<file path="src/csp_defs.svh">
// Constants of the CPU status and pointer register block.
// Assumes inclusion by bare name from the package and the modules.
// Overview of operation
// [RQ1] Reset input active high, synchronised internally
// [RQ2] Source holds reset at least 12 clocks
// [RQ3] Bank bits place registers at 00/08/10/18
// [RQ4] Parity flag shows odd count of accumulator ones
// [RQ5] Carry flag records carry or borrow out
// [RQ6] Half carry updated by decimal arithmetic
// [RQ7] Overflow flag flags signed result overflow
// [RQ8] User flags hold what software writes
// [RQ9] Eight separate 16-bit data pointers
// [RQ10] Only selected pointer visible, others kept
// [RQ11] Pointer select resets to zero
// [RQ12] Status word resets to 00
// [RQ13] Internal data memory 256 bytes, banks lowest
// [RQ14] Special register area separate 128 bytes
// [RQ15] Pointers reach 64 Kbyte external data
// [RQ16] Parity bit follows hardware, writes ignored
`ifndef CSP_DEFS_SVH
`define CSP_DEFS_SVH

// Byte addresses on the register bus
`define CSP_OFS_PTR_VAL  12'h084
`define CSP_OFS_PTR_SEL  12'h090
`define CSP_OFS_PSW      12'h0D0
`define CSP_OFS_ACC      12'h0E0
`define CSP_SFR_BASE     12'h080
`define CSP_SFR_SIZE     12'h080
`define CSP_RAM_BASE     12'h400
`define CSP_RAM_SIZE     12'h400

// Status word field positions
`define CSP_BIT_CARRY    7
`define CSP_BIT_HALF     6
`define CSP_BIT_USER0    5
`define CSP_BIT_BANK_HI  4
`define CSP_BIT_BANK_LO  3
`define CSP_BIT_OVF      2
`define CSP_BIT_USER1    1
`define CSP_BIT_PARITY   0

// Reset values
`define CSP_RST_PSW      8'h00
`define CSP_RST_PTR_SEL  3'h0
`define CSP_RST_ACC      8'h00
`define CSP_RST_PTR      16'h0000

// Reset synchroniser depth
`define CSP_SYNC_STAGES  2

`endif

</file>
<file path="src/csp_pkg.sv">
// Types shared by the status and pointer register block.
// Assumes csp_defs.svh on the include path.
package csp_pkg;
  `include "csp_defs.svh"

  // Result flags from the execution unit
  typedef struct packed {
    logic       carry_we;
    logic       carry;
    logic       half_we;
    logic       half;
    logic       ovf_we;
    logic       ovf;
    logic       acc_we;
    logic [7:0] acc;
  } csp_alu_type;

  // Working register access by register number
  typedef struct packed {
    logic       we;
    logic [2:0] num;
    logic [7:0] wdata;
  } csp_reg_req_type;

  // Data pointer load from the execution unit
  typedef struct packed {
    logic        we;
    logic [15:0] value;
  } csp_ptr_req_type;

  // Bus answer sequencing
  typedef enum logic {
    CSP_BUS_IDLE,
    CSP_BUS_ANSWER
  } csp_bus_state_type;
endpackage : csp_pkg

</file>
<file path="src/csp_flag_unit.sv">
// Next status word from bus writes, result flags, accumulator.
// Assumes the caller registers the result.
`timescale 1ns/1ps
`include "csp_defs.svh"
module csp_flag_unit
  import csp_pkg::*;
(
  input  wire logic        [7:0] i_psw,
  input  wire logic              i_bus_we,
  input  wire logic        [7:0] i_bus_data,
  input  wire csp_alu_type       i_alu,
  input  wire logic        [7:0] i_next_acc,
  output logic             [7:0] o_next_psw
);
  logic [7:0] base;

  // Software sets flags, user bits and bank
  assign base = i_bus_we ? i_bus_data : i_psw; // RQ8

  // Hardware results win over a same-cycle software write
  always_comb begin
    o_next_psw = base;
    if (i_alu.carry_we) begin
      o_next_psw[`CSP_BIT_CARRY] = i_alu.carry; // RQ5
    end
    if (i_alu.half_we) begin
      o_next_psw[`CSP_BIT_HALF] = i_alu.half; // RQ6
    end
    if (i_alu.ovf_we) begin
      o_next_psw[`CSP_BIT_OVF] = i_alu.ovf; // RQ7
    end
    // Parity is never taken from the write data
    o_next_psw[`CSP_BIT_PARITY] = ^i_next_acc; // RQ4 RQ16
  end
endmodule : csp_flag_unit

</file>
<file path="src/csp_reset_sync.sv">
// Reset synchroniser: async assert, release on the clock.
// Assumes i_rst is an active-high pin level.
`timescale 1ns/1ps
`include "csp_defs.svh"
module csp_reset_sync
  import csp_pkg::*;
(
  input  wire logic i_sys_clk,
  input  wire logic i_rst,
  output logic      o_rst_sync
);
  logic [`CSP_SYNC_STAGES-1:0] stage;

  // Release passes two flops so no state sees a metastable edge
  always_ff @(posedge i_sys_clk or posedge i_rst) begin
    if (i_rst) begin
      stage <= '1;
    end else begin
      stage <= {stage[`CSP_SYNC_STAGES-2:0], 1'b0}; // RQ1
    end
  end

  assign o_rst_sync = stage[`CSP_SYNC_STAGES-1];
endmodule : csp_reset_sync

</file>
<file path="src/csp_top.sv">
// Status word, register banks, data memory and data pointers.
// Assumes a classic Wishbone master and an execution unit
// that reports results as one-cycle strobes.
// Limitation: one request per ack, no pipelined bursts.
// Data memory is not cleared by reset.
//
// The Wishbone interface to the registers is this design's own decision.
`timescale 1ns/1ps
`include "csp_defs.svh"

module csp_top
  import csp_pkg::*;
(
  input  wire logic                 i_sys_clk,
  input  wire logic                 i_rst,
  input  wire logic                 i_wb_cyc,
  input  wire logic                 i_wb_stb,
  input  wire logic                 i_wb_we,
  input  wire logic          [11:0] i_wb_adr,
  input  wire logic          [3:0]  i_wb_sel,
  input  wire logic          [31:0] i_wb_dat,
  output logic               [31:0] o_wb_dat,
  output logic                      o_wb_ack,
  input  wire csp_alu_type          i_alu,
  input  wire csp_reg_req_type      i_reg_req,
  output logic               [7:0]  o_reg_rdata,
  input  wire csp_ptr_req_type      i_ptr_req,
  output logic               [15:0] o_ptr,
  output logic               [7:0]  o_psw,
  output logic               [7:0]  o_bank_base
);

  //////////////////////////////////////////////////////////////////
  // Helpers

  // Bank bits and register number to a data memory byte
  function automatic logic [7:0] bank_addr(
    input logic [1:0] bank,
    input logic [2:0] num
  );
    bank_addr = {3'h0, bank, num}; // RQ3
  endfunction : bank_addr

  // Word address match within the register space
  function automatic logic hit(
    input logic [11:0] adr,
    input logic [11:0] ofs
  );
    hit = (adr[11:2] == ofs[11:2]);
  endfunction : hit

  // Byte register zero-extended onto the 32-bit read bus
  function automatic logic [31:0] byte_word(
    input logic [7:0] b
  );
    byte_word = {24'h00_0000, b};
  endfunction : byte_word

  //////////////////////////////////////////////////////////////////
  // Reset

  logic rst_sync;

  // All state below sees only the synchronised reset
  csp_reset_sync u_reset_sync (
    .i_sys_clk  (i_sys_clk),
    .i_rst      (i_rst),
    .o_rst_sync (rst_sync)
  ); // RQ1

  //////////////////////////////////////////////////////////////////
  // Storage

  // Data memory alone has no reset; clearing it would cost a wide mux
  logic [7:0]  program_status_word;
  logic [7:0]  acc;
  logic [2:0]  ptr_sel;
  logic [15:0] ptr_bank [0:7];            // RQ9 RQ15
  logic [7:0]  data_mem [0:255];          // RQ13
  csp_bus_state_type bus_state;

  //////////////////////////////////////////////////////////////////
  // Bus decode

  // Decode reads the live address; the master holds it until ack
  logic        req;
  logic        take;
  logic        wr_now;
  logic        in_sfr;
  logic        in_ram;
  logic        sel_psw;
  logic        sel_acc;
  logic        sel_psel;
  logic        sel_pval;
  logic        mapped;
  logic [7:0]  ram_idx;
  logic [7:0]  wr_byte;
  logic        lane0;
  logic        lane1;

  // A request is live while cyc and stb are both high
  assign req     = i_wb_cyc & i_wb_stb;
  // Taken only while idle, so the ack cycle never restarts the answer
  assign take    = req & (bus_state == CSP_BUS_IDLE);
  // Writes land on the edge where the master sees ack
  assign wr_now  = req & i_wb_we & o_wb_ack;
  // Two separate windows, special area and data memory
  assign in_sfr  = (i_wb_adr >= `CSP_SFR_BASE) &&
                   (i_wb_adr < (`CSP_SFR_BASE + `CSP_SFR_SIZE)); // RQ14
  assign in_ram  = (i_wb_adr >= `CSP_RAM_BASE) &&
                   (i_wb_adr < (`CSP_RAM_BASE + `CSP_RAM_SIZE)); // RQ13
  assign sel_psw  = in_sfr & hit(i_wb_adr, `CSP_OFS_PSW);
  assign sel_acc  = in_sfr & hit(i_wb_adr, `CSP_OFS_ACC);
  assign sel_psel = in_sfr & hit(i_wb_adr, `CSP_OFS_PTR_SEL);
  assign sel_pval = in_sfr & hit(i_wb_adr, `CSP_OFS_PTR_VAL);
  assign mapped   = sel_psw | sel_acc | sel_psel | sel_pval | in_ram;
  // One byte per word in the memory window
  assign ram_idx  = i_wb_adr[9:2];
  assign wr_byte  = i_wb_dat[7:0];
  assign lane0    = i_wb_sel[0];
  assign lane1    = i_wb_sel[1];

  //////////////////////////////////////////////////////////////////
  // Write strobes per target

  logic wr_psw;
  logic wr_acc;
  logic wr_psel;
  logic wr_plo;
  logic wr_phi;
  logic wr_ram;

  // Byte lanes gate every write; lane 1 only for the pointer
  // Every strobe needs the ack cycle, so each write lands once
  assign wr_psw  = wr_now & sel_psw & lane0;
  assign wr_acc  = wr_now & sel_acc & lane0;
  assign wr_psel = wr_now & sel_psel & lane0;
  assign wr_plo  = wr_now & sel_pval & lane0;
  assign wr_phi  = wr_now & sel_pval & lane1;
  assign wr_ram  = wr_now & in_ram & lane0;

  //////////////////////////////////////////////////////////////////
  // Accumulator and status word

  logic [7:0] next_acc;
  logic [7:0] next_psw;

  // Execution result has priority over a software write
  assign next_acc = i_alu.acc_we ? i_alu.acc :
                    wr_acc       ? wr_byte   : acc;

  // Flag unit sees the post-edge accumulator, so parity never lags
  csp_flag_unit u_flag_unit (
    .i_psw      (program_status_word),
    .i_bus_we   (wr_psw),
    .i_bus_data (wr_byte),
    .i_alu      (i_alu),
    .i_next_acc (next_acc),
    .o_next_psw (next_psw)
  );

  // Parity rides along every accumulator change
  always_ff @(posedge i_sys_clk or posedge rst_sync) begin
    if (rst_sync) begin
      acc <= `CSP_RST_ACC;
      program_status_word <= `CSP_RST_PSW; // RQ12
    end else begin
      acc <= next_acc;
      program_status_word <= next_psw; // RQ4
    end
  end

  //////////////////////////////////////////////////////////////////
  // Working register banks

  logic [1:0] bank;
  logic [1:0] next_bank;
  logic [7:0] cpu_addr;

  // Bank field of the live status word
  assign bank      = {program_status_word[`CSP_BIT_BANK_HI], program_status_word[`CSP_BIT_BANK_LO]};
  assign next_bank = {next_psw[`CSP_BIT_BANK_HI],
                      next_psw[`CSP_BIT_BANK_LO]};
  assign cpu_addr  = bank_addr(bank, i_reg_req.num); // RQ3

  // Two write ports; the execution unit wins on a clash
  // Contents stay undefined until written
  always_ff @(posedge i_sys_clk) begin
    if (wr_ram) begin
      data_mem[ram_idx] <= wr_byte;
    end
    if (i_reg_req.we) begin
      data_mem[cpu_addr] <= i_reg_req.wdata; // RQ3
    end
  end

  // Registered read of the addressed working register
  // Base follows the bank that the next access will use
  always_ff @(posedge i_sys_clk or posedge rst_sync) begin
    if (rst_sync) begin
      o_reg_rdata <= 8'h00;
      o_bank_base <= 8'h00;
    end else begin
      o_reg_rdata <= data_mem[cpu_addr];
      o_bank_base <= bank_addr(next_bank, 3'h0); // RQ3
    end
  end

  //////////////////////////////////////////////////////////////////
  // Data pointers

  logic [15:0] cur_ptr;
  logic [15:0] next_ptr;

  // Only the selected pointer is loaded or read over the bus
  assign cur_ptr = ptr_bank[ptr_sel]; // RQ10

  // Execution load beats a same-cycle software write
  // Software may load the two bytes one lane at a time
  always_comb begin
    next_ptr = cur_ptr;
    if (wr_plo) begin
      next_ptr[7:0] = i_wb_dat[7:0];
    end
    if (wr_phi) begin
      next_ptr[15:8] = i_wb_dat[15:8];
    end
    if (i_ptr_req.we) begin
      next_ptr = i_ptr_req.value;
    end
  end

  // Unselected pointers keep their contents
  always_ff @(posedge i_sys_clk or posedge rst_sync) begin
    if (rst_sync) begin
      for (int i = 0; i < 8; i++) begin
        ptr_bank[i] <= `CSP_RST_PTR;
      end
    end else begin
      ptr_bank[ptr_sel] <= next_ptr; // RQ9 RQ10
    end
  end

  //////////////////////////////////////////////////////////////////
  // Pointer select

  logic [2:0] next_ptr_sel;

  // Upper five bits are not stored and read as zero
  assign next_ptr_sel = wr_psel ? wr_byte[2:0] : ptr_sel;

  always_ff @(posedge i_sys_clk or posedge rst_sync) begin
    if (rst_sync) begin
      ptr_sel <= `CSP_RST_PTR_SEL; // RQ11
    end else begin
      ptr_sel <= next_ptr_sel;
    end
  end

  // Pointer output follows the post-edge selection
  always_ff @(posedge i_sys_clk or posedge rst_sync) begin
    if (rst_sync) begin
      o_ptr <= `CSP_RST_PTR;
    end else if (next_ptr_sel == ptr_sel) begin
      o_ptr <= next_ptr; // RQ15
    end else begin
      o_ptr <= ptr_bank[next_ptr_sel]; // RQ10
    end
  end

  //////////////////////////////////////////////////////////////////
  // Read data selection

  logic [31:0] rd_word;

  // Unmapped words answer with zero
  // Captured when the request is taken, not at the ack edge
  always_comb begin
    rd_word = 32'h0000_0000;
    if (sel_psw) begin
      rd_word = byte_word(program_status_word);
    end else if (sel_acc) begin
      rd_word = byte_word(acc);
    end else if (sel_psel) begin
      rd_word = {29'h0000_0000, ptr_sel};
    end else if (sel_pval) begin
      rd_word = {16'h0000, cur_ptr};
    end else if (in_ram) begin
      rd_word = byte_word(data_mem[ram_idx]);
    end
  end

  //////////////////////////////////////////////////////////////////
  // Bus answer

  csp_bus_state_type next_bus_state;

  // One wait cycle, then ack for exactly one cycle
  // Trade-off: the wait cycle keeps decode off the ack path
  always_comb begin
    case (bus_state)
      CSP_BUS_IDLE: begin
        next_bus_state = req ? CSP_BUS_ANSWER : CSP_BUS_IDLE;
      end
      CSP_BUS_ANSWER: begin
        next_bus_state = CSP_BUS_IDLE;
      end
      default: begin
        next_bus_state = CSP_BUS_IDLE;
      end
    endcase
  end

  // Ack and data leave flops; every word acks, mapped or not
  always_ff @(posedge i_sys_clk or posedge rst_sync) begin
    if (rst_sync) begin
      bus_state <= CSP_BUS_IDLE;
      o_wb_ack  <= 1'b0;
      o_wb_dat  <= 32'h0000_0000;
    end else begin
      bus_state <= next_bus_state;
      o_wb_ack  <= take;
      if (take & ~i_wb_we & mapped) begin
        o_wb_dat <= rd_word;
      end else if (take) begin
        o_wb_dat <= 32'h0000_0000;
      end
    end
  end

  //////////////////////////////////////////////////////////////////
  // Status word out

  // Mirror of the status word for the rest of the core
  // Own flop so the output carries no decode behind it
  always_ff @(posedge i_sys_clk or posedge rst_sync) begin
    if (rst_sync) begin
      o_psw <= `CSP_RST_PSW; // RQ12
    end else begin
      o_psw <= next_psw;
    end
  end

endmodule : csp_top

</file>
<file path="config.mk">
export PLATFORM = sky130hd
export DESIGN_NAME = csp_top
export DESIGN_NICKNAME = d
export VERILOG_FILES = /design/src/csp_pkg.sv /design/src/csp_flag_unit.sv /design/src/csp_reset_sync.sv /design/src/csp_top.sv
export VERILOG_INCLUDE_DIRS = /design/src
export SDC_FILE = /design/constraint.sdc
export NUM_CORES = 2
export LEC_CHECK = 0
export BUFFER_PORTS_ARGS = -buffer_cell sky130_fd_sc_hd__buf_2
export CAP_MARGIN = 25
export CORE_ASPECT_RATIO = 1.2
export CORE_MARGIN = 4
export CORE_UTILIZATION = 50
export CTS_CLUSTER_DIAMETER = 120
export CTS_CLUSTER_SIZE = 16
export DETAILED_ROUTE_END_ITERATION = 8
export PLACE_DENSITY = 0.7
export SETUP_SLACK_MARGIN = 0.5
export SLEW_MARGIN = 20
export SYNTH_ARGS = -nofsm -noshare
export SYNTH_HDL_FRONTEND = slang
export SYNTH_SLANG_ARGS = --single-unit
</file>
<file path="constraint.sdc">
create_clock -name i_sys_clk -period 12 [get_ports i_sys_clk]
set_clock_uncertainty 0.15 [all_clocks]
set_input_delay 1.2 -clock i_sys_clk [delete_from_list [all_inputs] [get_ports i_sys_clk]]
set_output_delay 1.2 -clock i_sys_clk [all_outputs]
set_load 0.005 [all_outputs]
</file>
**Word level (Yosys, flattened, before mapping)**

Memory sizes are Yosys's and may differ from the RTL's. A register that Yosys moved wholly into a read port is not among the register bits.
Index checks and enable logic that the tools add are counted.

- Bits in registers: 201
- Memory bits (writable): 2048
- Input bits: 97
- Memories kept: 1

- Order comparisons: 7
- Equal/unequal tests: 5
- Mux-type cells: 33
- Bitwise logic cells: 29
- Reductions and logical operators: 8

Memory list:

| memory | depth | bits a word | rd ports | clocked after memory_dff | write ports | line | RTL |
|---|---|---|---|---|---|---|---|
| data_mem | 256 | 8 | 2 | 1 | 2 | csp_top.sv:79 | `logic [7:0] data_mem [0:255];` |

Operator list:

| operator | number |
|---|---|
| 16-bit 2-to-1 mux | 11 |
| 128-bit bitwise mux | 1 |
| 16-bit binary-select mux with 3-bit select | 2 |
| 32-bit 2-to-1 mux | 2 |
| 16-bit demux with 3-bit select | 1 |
| 8-bit 2-to-1 mux | 6 |
| 10-bit by 6-bit == test with 1-bit output, second input constant | 4 |
| 1-bit bitwise AND | 21 |
| 12-bit by 11-bit greater-or-equal comparator with 1-bit output, second input constant | 1 |
| 12-bit by 8-bit greater-or-equal comparator with 1-bit output, second input constant | 1 |
| 12-bit < comparator, second input constant | 1 |
| 12-bit by 9-bit < comparator with 1-bit output, second input constant | 1 |
| 4-bit greater-or-equal comparator, second input constant | 2 |
| 1-bit 2-to-1 mux | 8 |
| 3-bit NOT with 4-bit output | 2 |
| 2-bit nonzero test | 4 |
| 8-bit XOR reduction | 1 |
| 4-bit by 1-bit < comparator with 1-bit output, second input constant | 1 |
| 1-bit bitwise OR | 4 |
| 3-bit == test | 1 |
| 1-bit logical AND | 3 |
| 3-bit 2-to-1 mux | 1 |
| 1-bit NOT | 2 |
| 1-bit one-hot mux with 2 select lines | 1 |

**Logic depth before layout (Yosys ltp)**

- Depth in word-level cells: 11
- Depth in mapped cells: 12
- Mapped depth without buffers: 8

**Modules after synthesis**

Synthesis repeated with hierarchy kept, for this count alone.

- Cell total of the unflattened synthesis: 4952
- Area, all modules: 94521.9 um2

Modules (own cells, without submodules):

| module | times used | cells an instance | area an instance (um2) |
|---|---|---|---|
| csp_top | 1 | 4927 | 94294.2 |
| csp_flag_unit | 1 | 21 | 167.7 |
| csp_reset_sync | 1 | 4 | 60.1 |

**Worst setup path before layout**

OpenSTA, ideal clock, no wires.

- Kind: input to register
- Start point: in i_wb_adr[2]
- End point: mem data_mem[7][0], enable pin
- Arrival: 3.484 ns
- Required time: 11.466 ns
- Setup slack: 7.982 ns
- Stages on the path: 9
- Buffers on the path: 6
- Cell sequence: buf_6 > buf_6 > buf_6 > buf_4 > buf_4 > buf_2 > nand3_1 > or3_1 > o21ai_0

RTL lines:

| what | line | RTL |
|---|---|---|
| from (decl) | csp_top.sv:19 | `input wire logic [11:0] i_wb_adr,` |
| to (decl) | csp_top.sv:79 |  |

**Worst setup path in the final report**

- Start point: in i_wb_adr[2]
- End point: reg o_wb_dat[4]

- Longest elaborated chain between the ends: 9

RTL lines:

| what | line | RTL |
|---|---|---|
| branches (longest 9 deep; another with memory 256 x 8 bit) | n/a |  |
| to (signal assigned) | csp_top.sv:324 | `o_wb_dat <= rd_word;` |
| to (decl) | csp_top.sv:22 | `output logic [31:0] o_wb_dat,` |

Several ways; the timed one is not identified.
A chain may end at the register's enable or synchronous reset.

==> results.toml <==
[placement]
place_worst_setup_slack_ns = 5.52
place_congestion = 0.907
post-dp-hpwl_mm = 162
port_buffers = 127

[power_and_ir_drop]
clock_power_share_pct = 34.3
p_sw_share_pct = 22.1
p_switching_uw = 3190
ir_drop_mv = 0.163
power_frac_comb_pct = 6.6
p_int_uw = 11300
leakagePower_uw = 0.0326
finalPower_uw = 14500
power_density_nw_per_um2 = 141
seqPwrFrac_pct = 59.1

[layout]
final_core_util_pct = 54.5
area_growth_pct = 8.03
fill_cells = 14300
num-nets-final = 5342
layout-drive-gt1-share_pct = 27.4
multi_input_area_sq_um = 26600
seq_area_sq_um = 66300

[timing]
worstMarginPinSlew_ns = 1.10
rsz0062_at_grt = "false"
finalHoldViolCount = 0
fin_tns_setup_ns = 0
final.min_clock_period_ns = 5.70
max_clock_freq_ghz = 0.175
finalSetupViolations = 0
fin_crit_sh_pct = 47.5
max_slew_margin_pct = 24.6
whs_ns = 0.172
slew_viol_final = 0
setup_slack_ns = 6.30

[routing]
wl_per_cell_um = 33.3
vias = 51500
drc = 0
dr.pass1.iters = 8
detail-route-antenna-nets = 0
vias_per_cell = 6.64
drtIter0Drc = 7079
wl_mm = 258

[hold_path]
min-delay-path-class = "flop to asynchronous set/reset pin"

[status]
outcome = "complete, no violations"

[yosys]
synthArstFlopShare_pct = 8.49
synth.top_cell.area_share_pct = 64.9
synth_area_sq_um = 94700
yosys_warnings = 0
synth-edff-count = 2048
avgSynthCellArea_sq_um = 18.3
synthCells = 5189
synthFlopType = "edfxtp_1"
synth.area.top_cells = "edfxtp_1, mux4_2, dfrtp_1"
ys_seq_elements = 2238
ys_seq_area_share_pct = 69.9
yosys-top-cells-count = "edfxtp_1, mux4_2, nor2_1"
yosysTopAreaCell = "edfxtp_1"
yosys.cell_types.count = 79
yosysMostFrequentCell = "edfxtp_1"

[floorplan]
die_x_um = 405
rows = 174
die_area_sq_um = 197000
chipHeight_um = 485
start_util_pct = 50.4
ios = 170
core-area_sq_um = 188000

[clock_network]
clk_latency_ns = 0.84
cts_made_buffers = 157
cts_buffer_depth = 3
clkSinkCount = 2238
cts_tree = "yes"
cts.reportedPaths.clkPinSlew_ns = 0.08
htree_levels = 4
root_buffer = "clkbuf_16"
postCtsHoldBufs = 0
ctsResizeCount = 0
cts_setup_buffers = 0

[setup_path]
path_depth = 10
rr_worst_depth = 7
cp_num_buf_inv = 3
r2r_slack_ns = 7.45
r2r_start = "bus_state"
critPathMaxFanout = 70
critPathTopFamily = "buffers and inverters"
critPathMostFrequentCell = "buf_4"
crit_required_ns = 12.55
critical_path.cell_chain = "buf_8, buf_4, buf_4, mux4_2, mux2i_1, o32ai_1, or4_1, nor4_1, a41oi_1, nand3b_1"
max_stage_delay_ns = 0.84
path_class = "primary input to flop"
worstReg2RegEnd = "data_mem[145][6]"
cp.arrival_ns = 6.25
crit_end = "o_wb_dat[4]"
start_kind = "primary input"
critPathLaunch = "i_wb_adr[2]"
endpoint_kind = "flop"
cp_slowest_cell = "buf_4"

[job]
drv_cap = 0

[global_route]
grt_usage_pct = 26.2
grt_max_degree = 209
antenna_found_initial = 6
grt_pass1_wl_mm = 372
gr-total-overflow = 0
grt_pass1_vias = 51700
routing by layer:
layer	GRT usage (%)	vias up	wire length, um
li1	-	21000	-
met1	34.5	27000	93600
met2	42.3	2829	125000
met3	5.52	585	25000
met4	12.0	2	14000
met5	0	-	17
cell usage in the layout, fill, tap and decap left out, drive strengths merged, types with 41 or more instances in the layout:
cell type  netlist  final
buf            186    272
dfrtp          188    188
nand3           63     63
mux4           606    606
mux2           334    334
a22oi           73     73
and3            41     41
mux2i          104    104
nand2          227    227
a21oi          107    107
edfxtp        2048   2048
o22ai           81     81
clkbuf         226    195
nor2           365    365
o21ai          136    136
cells by family after synthesis:
family | share of synthesized area (%)
buffers and inverters | 2.23
multiplexers | 19.5
AND/OR/NAND/NOR | 4.12
flip-flops | 69.9
AO/OA/AOI/OAI | 4.14
XOR/XNOR | 0.103
other | 0.00396
sequential cells by signal, indices dropped and copies added (netlist names):
signal	cells
ptr_sel	3
ptr_bank	128
u_reset_sync.stage	2
bus_state	1
o_ptr	16
o_psw	6
acc	8
o_bank_base	2
o_reg_rdata	8
o_wb_dat	16
data_mem	2048
layout make-up:
type | instances | area share (%)
Antenna cell | 4 | 0.00978
Sequential cell | 2238 | 64.7
Inverter | 32 | 0.132
Clock buffer | 181 | 3.97
Timing Repair Buffer | 287 | 2.03
Clock inverter | 13 | 0.172
Multi-Input combinational cell | 2529 | 25.9
Tap cell | 2464 | 3.01
worst min path at each step:
stage                           from                     to  slack [ns]  cells after the start
4_1_cts                        i_rst  u_reset_sync.stage[0]        0.18                      2
6_report       u_reset_sync.stage[1]         o_reg_rdata[3]        0.17                      1
5_1_grt                        i_rst  u_reset_sync.stage[0]        0.20                      2
2_1_floorplan  u_reset_sync.stage[0]  u_reset_sync.stage[1]        0.20                      0
3_3_place_gp   u_reset_sync.stage[0]  u_reset_sync.stage[1]        0.20                      0
3_5_place_dp   u_reset_sync.stage[0]  u_reset_sync.stage[1]        0.20                      0
worst reg2reg max path: stages (launching register included):
cell     delay (ns)
dfrtp_1        0.35
and4_1         0.29
and2_1         0.46
nand2_1        0.42
nor3_1         0.77
nand2_1        0.52
buf_4          0.42
nor2_1         0.78
per-stage QoR:
step,cell area [sq um],cells
2_1_floorplan,94800,5211
3_3_place_gp,97800,7526
3_5_place_dp,98000,7537
4_1_cts,102000,7731
5_1_grt,102000,7745
6_report,102000,7748
power by group through the flow:
stage	combinational (uW)	clock [uW]	sequential [uW]
2_1_floorplan	544	0	8710
3_3_place_gp	921	0	8720
3_5_place_dp	940	0	8720
4_1_cts	942	5010	8550
5_1_grt	993	5320	8550
6_report	949	4960	8550
Note: power is estimated with default switching activity, not from simulation.
